## config.mk

```make
export PLATFORM = sky130hd
export DESIGN_NAME = cfs_port0_stats
export DESIGN_NICKNAME = d
export VERILOG_FILES = /design/src/rtl/cfs_pkg.sv /design/src/rtl/cfs_port0_stats.sv
export SDC_FILE = /design/constraint.sdc
export NUM_CORES = 1
export LEC_CHECK = 0
export BUFFER_PORTS_ARGS = -buffer_cell sky130_fd_sc_hd__buf_2
export CAP_MARGIN = 20
export CORE_MARGIN = 1
export CORE_UTILIZATION = 35
export DETAILED_ROUTE_END_ITERATION = 12
export GPL_ROUTABILITY_DRIVEN = 0
export SKIP_LAST_GASP = 1
export SLEW_MARGIN = 20
export SYNTH_ARGS = -nofsm -noshare
export SYNTH_HDL_FRONTEND = slang
export SYNTH_SLANG_ARGS = --single-unit
```

## constraint.sdc

```tcl
create_clock -name clock -period 4.65 [get_ports clock]
set_input_delay 0.465 -clock clock [delete_from_list [all_inputs] [get_ports clock]]
set_output_delay 0.465 -clock clock [all_outputs]
set_load 0.01 [all_outputs]
```

## src/rtl/cfs_pkg.sv

```systemverilog
// Purpose: Shared constants and types for the port 0 frame and line statistics bank
// Assumes: 8-bit register bus with byte addresses
// Notes:   Offsets are the register addresses as seen on the register port
package cfs_pkg;

    localparam int unsigned TALLY_W = 16;
    localparam int unsigned BYTE_W  = 8;
    localparam int unsigned ADDR_W  = 8;

    localparam logic [7:0] ADDR_FRAMES_HIGH     = 8'h90;
    localparam logic [7:0] ADDR_FRAMES_LOW      = 8'h91;
    localparam logic [7:0] ADDR_BAD_FRAMES_HIGH = 8'h92;
    localparam logic [7:0] ADDR_BAD_FRAMES_LOW  = 8'h93;
    localparam logic [7:0] ADDR_LINES_HIGH      = 8'h94;
    localparam logic [7:0] ADDR_LINES_LOW       = 8'h95;

    localparam logic [15:0] TALLY_RESET = 16'h0000;
    localparam logic [15:0] TALLY_ONE   = 16'h0001;
    localparam logic [15:0] TALLY_FULL  = 16'hffff;
    localparam logic [7:0]  BYTE_RESET  = 8'h00;
    localparam logic [7:0]  UNMAPPED    = 8'h00;

    // One counter together with its captured low byte
    typedef struct packed {
        logic [15:0] tally;
        logic [7:0]  lowSnap;
    } cfs_counter_t;

    typedef struct packed {
        cfs_counter_t frames;
        cfs_counter_t badFrames;
        cfs_counter_t lines;
        logic [7:0]   readData;
    } cfs_state_t;

    // Register port request
    typedef struct packed {
        logic       rd;
        logic [7:0] addr;
    } cfs_req_t;

    // Events seen on output port 0, one-cycle pulses
    typedef struct packed {
        logic frameDone;
        logic frameErr;
        logic lineDone;
    } cfs_event_t;

endpackage

```

## src/rtl/cfs_port0_stats.sv

```systemverilog
// Purpose: Frame, errored frame and line statistics for CSI-2 output port 0
// Assumes: Register reads arrive as one-cycle strobes synchronous to clock
// Notes:   Read data is registered and valid the cycle after the strobe
//          High reads clear their counter; low reads have no side effect
//          Events are single-cycle pulses counted on every edge
`timescale 1ns/1ps

module cfs_port0_stats (
    // Clock and reset
    input  wire logic               clock,
    input  wire logic               rst,
    // Register port
    input  wire cfs_pkg::cfs_req_t  regReq,
    output logic [7:0]              regReadData,
    // Port 0 events
    input  wire cfs_pkg::cfs_event_t portEvent
);

    ////////////////////////////////////////////////////////////////////////////
    // Registered state and its next value
    ////////////////////////////////////////////////////////////////////////////

    cfs_pkg::cfs_state_t state;
    cfs_pkg::cfs_state_t next_state;

    ////////////////////////////////////////////////////////////////////////////
    // Decoded register strobes and qualified events
    ////////////////////////////////////////////////////////////////////////////

    // High reads snapshot and clear their counter
    logic rdFramesHigh;
    logic rdBadHigh;
    logic rdLinesHigh;

    // Low reads only return the snapshot
    logic rdFramesLow;
    logic rdBadLow;
    logic rdLinesLow;

    // Reads outside the bank
    logic rdUnmapped;

    // Events as counted; the two frame events are independent
    logic countFrame;
    logic countBad;
    logic countLine;

    ////////////////////////////////////////////////////////////////////////////
    // Address match
    ////////////////////////////////////////////////////////////////////////////

    // True when this request reads the given register
    function automatic logic hits(
        input cfs_pkg::cfs_req_t req,
        input logic [7:0]        addr
    );
        logic res;

        res = req.rd && (req.addr == addr);

        return res;
    endfunction

    // True for an address inside the bank
    function automatic logic inBank(
        input logic [7:0] addr
    );
        logic res;

        unique case (addr)
            cfs_pkg::ADDR_FRAMES_HIGH,
            cfs_pkg::ADDR_FRAMES_LOW,
            cfs_pkg::ADDR_BAD_FRAMES_HIGH,
            cfs_pkg::ADDR_BAD_FRAMES_LOW,
            cfs_pkg::ADDR_LINES_HIGH,
            cfs_pkg::ADDR_LINES_LOW: begin
                res = 1'b1;
            end
            default: begin
                res = 1'b0;
            end
        endcase

        return res;
    endfunction

    ////////////////////////////////////////////////////////////////////////////
    // Byte lanes of a tally
    ////////////////////////////////////////////////////////////////////////////

    // Upper byte, as returned by a high read
    function automatic logic [7:0] upperByte(
        input logic [15:0] tally
    );
        logic [7:0] res;

        res = tally[15:8];

        return res;
    endfunction

    // Lower byte, as kept by the snapshot
    function automatic logic [7:0] lowerByte(
        input logic [15:0] tally
    );
        logic [7:0] res;

        res = tally[7:0];

        return res;
    endfunction

    ////////////////////////////////////////////////////////////////////////////
    // Counter arithmetic
    ////////////////////////////////////////////////////////////////////////////

    // Saturating increment; a wrap would make a busy port look idle
    function automatic logic [15:0] bump(
        input logic [15:0] tally
    );
        logic [15:0] res;

        res = tally;
        if (tally != cfs_pkg::TALLY_FULL) begin
            res = tally + cfs_pkg::TALLY_ONE;
        end

        return res;
    endfunction

    // Value left by a clearing read; an event in that cycle is kept
    function automatic logic [15:0] clearValue(
        input logic ev
    );
        logic [15:0] res;

        if (ev) begin
            res = cfs_pkg::TALLY_ONE;
        end else begin
            res = cfs_pkg::TALLY_RESET;
        end

        return res;
    endfunction

    // Next counter after one cycle: read-clear, count or hold
    function automatic cfs_pkg::cfs_counter_t step(
        input cfs_pkg::cfs_counter_t cur,
        input logic                  ev,
        input logic                  clearRd
    );
        cfs_pkg::cfs_counter_t res;

        res = cur;
        if (clearRd) begin
            res.lowSnap = lowerByte(cur.tally);
            res.tally   = clearValue(ev);
        end else if (ev) begin
            res.tally = bump(cur.tally);
        end

        return res;
    endfunction

    // Counter and snapshot as left by reset
    function automatic cfs_pkg::cfs_counter_t resetCounter();
        cfs_pkg::cfs_counter_t res;

        res.tally   = cfs_pkg::TALLY_RESET;
        res.lowSnap = cfs_pkg::BYTE_RESET;

        return res;
    endfunction

    ////////////////////////////////////////////////////////////////////////////
    // Register decode
    ////////////////////////////////////////////////////////////////////////////

    assign rdFramesHigh = hits(
        regReq,
        cfs_pkg::ADDR_FRAMES_HIGH
    );

    assign rdFramesLow = hits(
        regReq,
        cfs_pkg::ADDR_FRAMES_LOW
    );

    assign rdBadHigh = hits(
        regReq,
        cfs_pkg::ADDR_BAD_FRAMES_HIGH
    );

    assign rdBadLow = hits(
        regReq,
        cfs_pkg::ADDR_BAD_FRAMES_LOW
    );

    assign rdLinesHigh = hits(
        regReq,
        cfs_pkg::ADDR_LINES_HIGH
    );

    assign rdLinesLow = hits(
        regReq,
        cfs_pkg::ADDR_LINES_LOW
    );

    // Anything else reads as zero and touches no counter
    assign rdUnmapped = regReq.rd
        && !inBank(regReq.addr);

    ////////////////////////////////////////////////////////////////////////////
    // Event qualification
    ////////////////////////////////////////////////////////////////////////////

    // Events are taken on every edge that they are high
    assign countFrame = portEvent.frameDone;
    assign countBad   = portEvent.frameErr;
    assign countLine  = portEvent.lineDone;

    ////////////////////////////////////////////////////////////////////////////
    // Next state
    ////////////////////////////////////////////////////////////////////////////

    always_comb begin
        next_state = state;

        // Frames sent
        next_state.frames = step(
            state.frames,
            countFrame,
            rdFramesHigh
        );

        // Frames that carried errors
        next_state.badFrames = step(
            state.badFrames,
            countBad,
            rdBadHigh
        );

        // Lines sent
        next_state.lines = step(
            state.lines,
            countLine,
            rdLinesHigh
        );

        // Read data holds between reads
        if (rdFramesHigh) begin
            next_state.readData = upperByte(state.frames.tally);
        end else if (rdFramesLow) begin
            next_state.readData = state.frames.lowSnap;
        end else if (rdBadHigh) begin
            next_state.readData = upperByte(state.badFrames.tally);
        end else if (rdBadLow) begin
            next_state.readData = state.badFrames.lowSnap;
        end else if (rdLinesHigh) begin
            next_state.readData = upperByte(state.lines.tally);
        end else if (rdLinesLow) begin
            next_state.readData = state.lines.lowSnap;
        end else if (rdUnmapped) begin
            next_state.readData = cfs_pkg::UNMAPPED;
        end
    end

    ////////////////////////////////////////////////////////////////////////////
    // State register
    ////////////////////////////////////////////////////////////////////////////

    always_ff @(posedge clock) begin
        if (rst) begin
            state.frames    <= resetCounter();
            state.badFrames <= resetCounter();
            state.lines     <= resetCounter();
            state.readData  <= cfs_pkg::BYTE_RESET;
        end else begin
            state <= next_state;
        end
    end

    ////////////////////////////////////////////////////////////////////////////
    // Outputs
    ////////////////////////////////////////////////////////////////////////////

    assign regReadData = state.readData;

endmodule // cfs_port0_stats

```

Yosys cells after proc, flatten, opt, wreduce, memory -nomap -nowiden
Index checks and enable logic that the tools add are counted.
{"block": "word_totals", "reg_bits": 80, "latch_bits": 0, "mem_bits_rw": 0, "rom_bits": 0, "inputBits": 14, "output_inout_bits": 8, "elab_cells": 58, "mem_count": 0}
{"block": "op_classes", "addsub": 3, "multipliers": 0, "div": 0, "n_lt_le_gt_ge": 0, "n_eq_ne": 9, "n_shift": 0, "muxes": 20, "n_bitwise": 0, "reduce_logical": 19}
{"cell": "16-bit 2-to-1 mux", "n": 9}
{"cell": "8-bit 2-to-1 mux", "n": 7}
{"cell": "16-bit by 1-bit adder with 16-bit output, second input constant", "n": 3}
{"cell": "8-bit == test, second input constant", "n": 6}
{"cell": "16-bit inequality test, second input constant", "n": 3}
{"cell": "2-bit nonzero test", "n": 6}
{"cell": "1-bit logical AND", "n": 7}
{"cell": "7-bit nonzero test", "n": 1}
{"cell": "2-bit AND reduction", "n": 3}
{"cell": "6-bit OR reduction", "n": 1}
{"cell": "1-bit 2-to-1 mux", "n": 4}
{"cell": "1-bit logical NOT", "n": 1}

Depth between registers and ports, before layout
{"block": "depth", "depth_word": 12, "ltp_mapped": 7, "depth_no_buf": 5}

Worst setup path after synthesis
OpenSTA, ideal clock, no wires.
{"block": "synth_path", "path_type": "input -> register", "from": "in portEvent[0] (netlist bit)", "to": "reg state[31] (netlist bit)", "setup_ps": 70, "t_arrival_ps": 1933, "t_required_ps": 4580, "path_slack_ps": 2647, "path_stages": 6, "n_path_buf": 2, "cell_sequence": "clkbuf_1 -> nand3_1 -> or4_1 -> clkbuf_2 -> or4_1 -> a21oi_1"}
{"block": "synth_between", "elab_chain_len": 2}
{"item": "start, declared", "line_no": "cfs_port0_stats.sv:16", "rtl": "input wire cfs_pkg::cfs_event_t portEvent"}
{"item": "2-bit nonzero test (no source line)"}
{"item": "2-bit AND reduction (no source line)"}
{"item": "end signal, assigned", "line_no": "cfs_port0_stats.sv:279", "rtl": "state <= next_state;"}
{"item": "end, declared", "line_no": "cfs_port0_stats.sv:23", "rtl": "cfs_pkg::cfs_state_t state;"}
No other way between the ends.
A chain may end at the register's enable or synchronous reset.

Final worst setup path
{"block": "layout_path", "from": "in regReq[3] (netlist bit)", "to": "reg state[18] (netlist bit)"}
{"block": "layout_between", "elab_chain_len": 4, "word_cells_on_any_way": 6, "cone_classes": "eq/ne (1); mux (1); reduce/logical (4)"}
{"item": "start, declared", "line_no": "cfs_port0_stats.sv:13", "rtl": "input wire cfs_pkg::cfs_req_t regReq,"}
{"item": "8-bit == test (*)", "line_no": "cfs_port0_stats.sv:59", "rtl": "res = req.rd && (req.addr == addr);"}
{"item": "1-bit logical AND (*)", "line_no": "cfs_port0_stats.sv:59"}
{"item": "2-bit nonzero test (no source line)"}
{"item": "2-bit AND reduction (no source line)"}
Mark *: on every way between the ends. The rest lies on a longest branch, timed or not.

==> impl_metrics.toml <==
[sta]
rsz0062_at_grt = "no"
max_slew.worst_pin.slew_ps = 943
timing.fmax_mhz = 428
holdWs_ps = 456
finalHoldViolCount = 0
setup_tns_ps = 0
slew_viol_final = 0
skew_ps = 8.89
layout_min_cycle_time_ps = 2340
slew_headroom = 0.365
period_share = 0.503
setup_violations = 0

[power_and_ir_drop]
p_comb_frac = 0.039
p_per_area_nw_per_um2 = 324
p_seq_frac = 0.475
p_int_mw = 1.14
p_switching_mw = 0.330
swShare = 0.224
clockPowerShare = 0.486
p_leak_nw = 1.63
power_mw = 1.47
vdd_ir_drop_max_uv = 160

[detailed_routing]
drt-wirelength-per-cell_um = 16.5
via_per_inst = 5.85
drt-pass1-iter-count = 5
routed_wl_mm = 10.1
num_vias = 3577
ant_nets = 0
drt-initial-drc-count = 253
drc = 0

[critical_path]
worstPathRequired_ps = 4870
max_stage_delay_ps = 650
crit_arrival_ps = 2560
cp-start-kind = "input port"
worst_setup_path_end_kind = "flip-flop"
cp_max_fo = 13
worstSetupPathType = "in -> reg"
slowest_stage = "nand3_1"
path_delay_family = "simple AND/OR/NAND/NOR gates"
cp_num_buf_inv = 1
crit_chain = "buf_2 -> nor4b_2 -> nand3_1 -> nand2_1 -> o41ai_1"

[grt]
grt_max_degree = 33
grt_pass1_vias = 3242
overflow = 0
grt_pass1_wl_mm = 16.0
antenna_found_initial = 1
grt_usage = 0.174

[cts]
hold_buffers = 0
cts_tree = "built"
worst_skew_pair.late_latency_ps = 340
clockBufferDepth = 2
cts_resized = 0
cts_root_buf = "clkbuf_16"
cts.sinks = 80
h-tree-depth = 3
post_cts_buffers = 0
clkTransAtPathRegs_ps = 60
cts_buffers = 9

[final_layout]
layout_common_cells = "dfxtp_1, mux2i_1, a21oi_1"
final_common_cell = "dfxtp_1"
final_cells = 611
syn2layout_area_growth_pct = 11.0
stdcell_area_um2 = 4530
drive_gt1_frac = 0.111
nFillCells = 1150
nets = 479

[run_status]
status = "complete, no violations"

[yosys]
dominantRegCellSynth = "dfxtp_1"
syn_avg_cell_area_um2 = 8.90
seq_area_frac_synth = 0.392
synth-seq-cells = 80
postSynth.asyncResetShare = 0
synthesis.instances = 459
synth_edf_count = 0
syn-cell-area_um2 = 4090
yosysWarnings = 0
synth.distinct_cells = 48
synth_nets = 476

[floorplanning]
die_area_um2 = 12100
start_util = 0.358
chipWidth_um = 110
core_um2 = 11400
rows = 39
die_y_um = 110
pin_count = 22

[run]
maxCapViolations = 0

[worst_hold_path]
hold_class = "in -> reg"

[place]
place.port_buffers = 21
dpl_cell_area_um2 = 4230
dp_hpwl_mm = 7.28
dp_cells = 594
[power by group through the flow]
stage                     combinational [mW]  sequential [mW]  clock, mW
after floorplan                       0.0409            0.709          0
after global placement                0.0567            0.712          0
after detailed placement              0.0578            0.712          0
after CTS                             0.0582            0.696      0.724
after global routing                  0.0639            0.697      0.748
final                                 0.0579            0.697      0.714
[flip-flops by register name (all words and copies together) (netlist names)]
name	cells
state	72
regReadData	8
[area by class of cell]
class                           count  area (µm²)  share of cell area
Clock buffer                       11         243              0.0535
Multi-Input combinational cell    331        2270               0.501
Inverter                           18        67.6              0.0149
Timing Repair Buffer               22         113              0.0248
Tap cell                          143         179              0.0395
Sequential cell                    80        1600               0.353
Clock inverter                      5        56.3              0.0124
Antenna cell                        1        2.50            0.000552
[cell families (layout without fill, tap and decap cells)]
group / after synthesis / after routing / synth area share
AOI/OAI and AO/OA: 108 / 108 / 0.171
DFF: 80 / 80 / 0.392
and+or+nand+nor: 175 / 175 / 0.243
buffers and inverters: 48 / 56 / 0.0536
muxes: 45 / 45 / 0.132
other: 0 / 1 / 0
adders and majority gates: 3 / 3 / 0.00919
[layer usage]
metal	track usage	vias to the layer above	wire length [µm]
met3	0.0447	16	343
met5	0	-	0
met4	0.0590	0	176
li1	-	1767	-
met1	0.222	1744	4640
met2	0.285	50	4920
[path summary, 6_finish.rpt]
check                           slack, ps  cells past startpoint           start              to
worst min-delay path                  460                      3    portEvent[0]       state[16]
worst max register to register       2530                      5       state[40]       state[41]
worst max-delay path                 2310                      5       regReq[3]       state[18]
worst min register to register        480                      1  regReadData[0]  regReadData[0]
[cell usage after synthesis (all sizes together) (8+ instances only)]
master	n	share of area
nor4	8	0.012
nand4	18	0.029
dfxtp	80	0.39
o21ai	19	0.023
buf	15	0.023
or3	15	0.023
inv	17	0.016
a21oi	33	0.040
o31ai	20	0.037
clkbuf	15	0.014
or4	21	0.039
nand3	23	0.028
nor2	30	0.028
mux2i	38	0.093
nand2	22	0.020
nor3	9	0.011
[tightest hold or removal path: cells and delay by family]
kind            cells  cell delay (ps)
buf+inv             1              150
simple gates        1               70
compound gates      1               50
[stage by stage]
| stage | setup slack (ps) | utilization |
|---|---|---|
| floorplan | 2650 | - |
| global placement | 2030 | 0.370 |
| detailed placement | 1940 | 0.370 |
| CTS | 2320 | 0.396 |
| global route | 2120 | 0.397 |
| finish | 2310 | 0.397 |
Note: power is estimated with default switching activity, not from simulation.
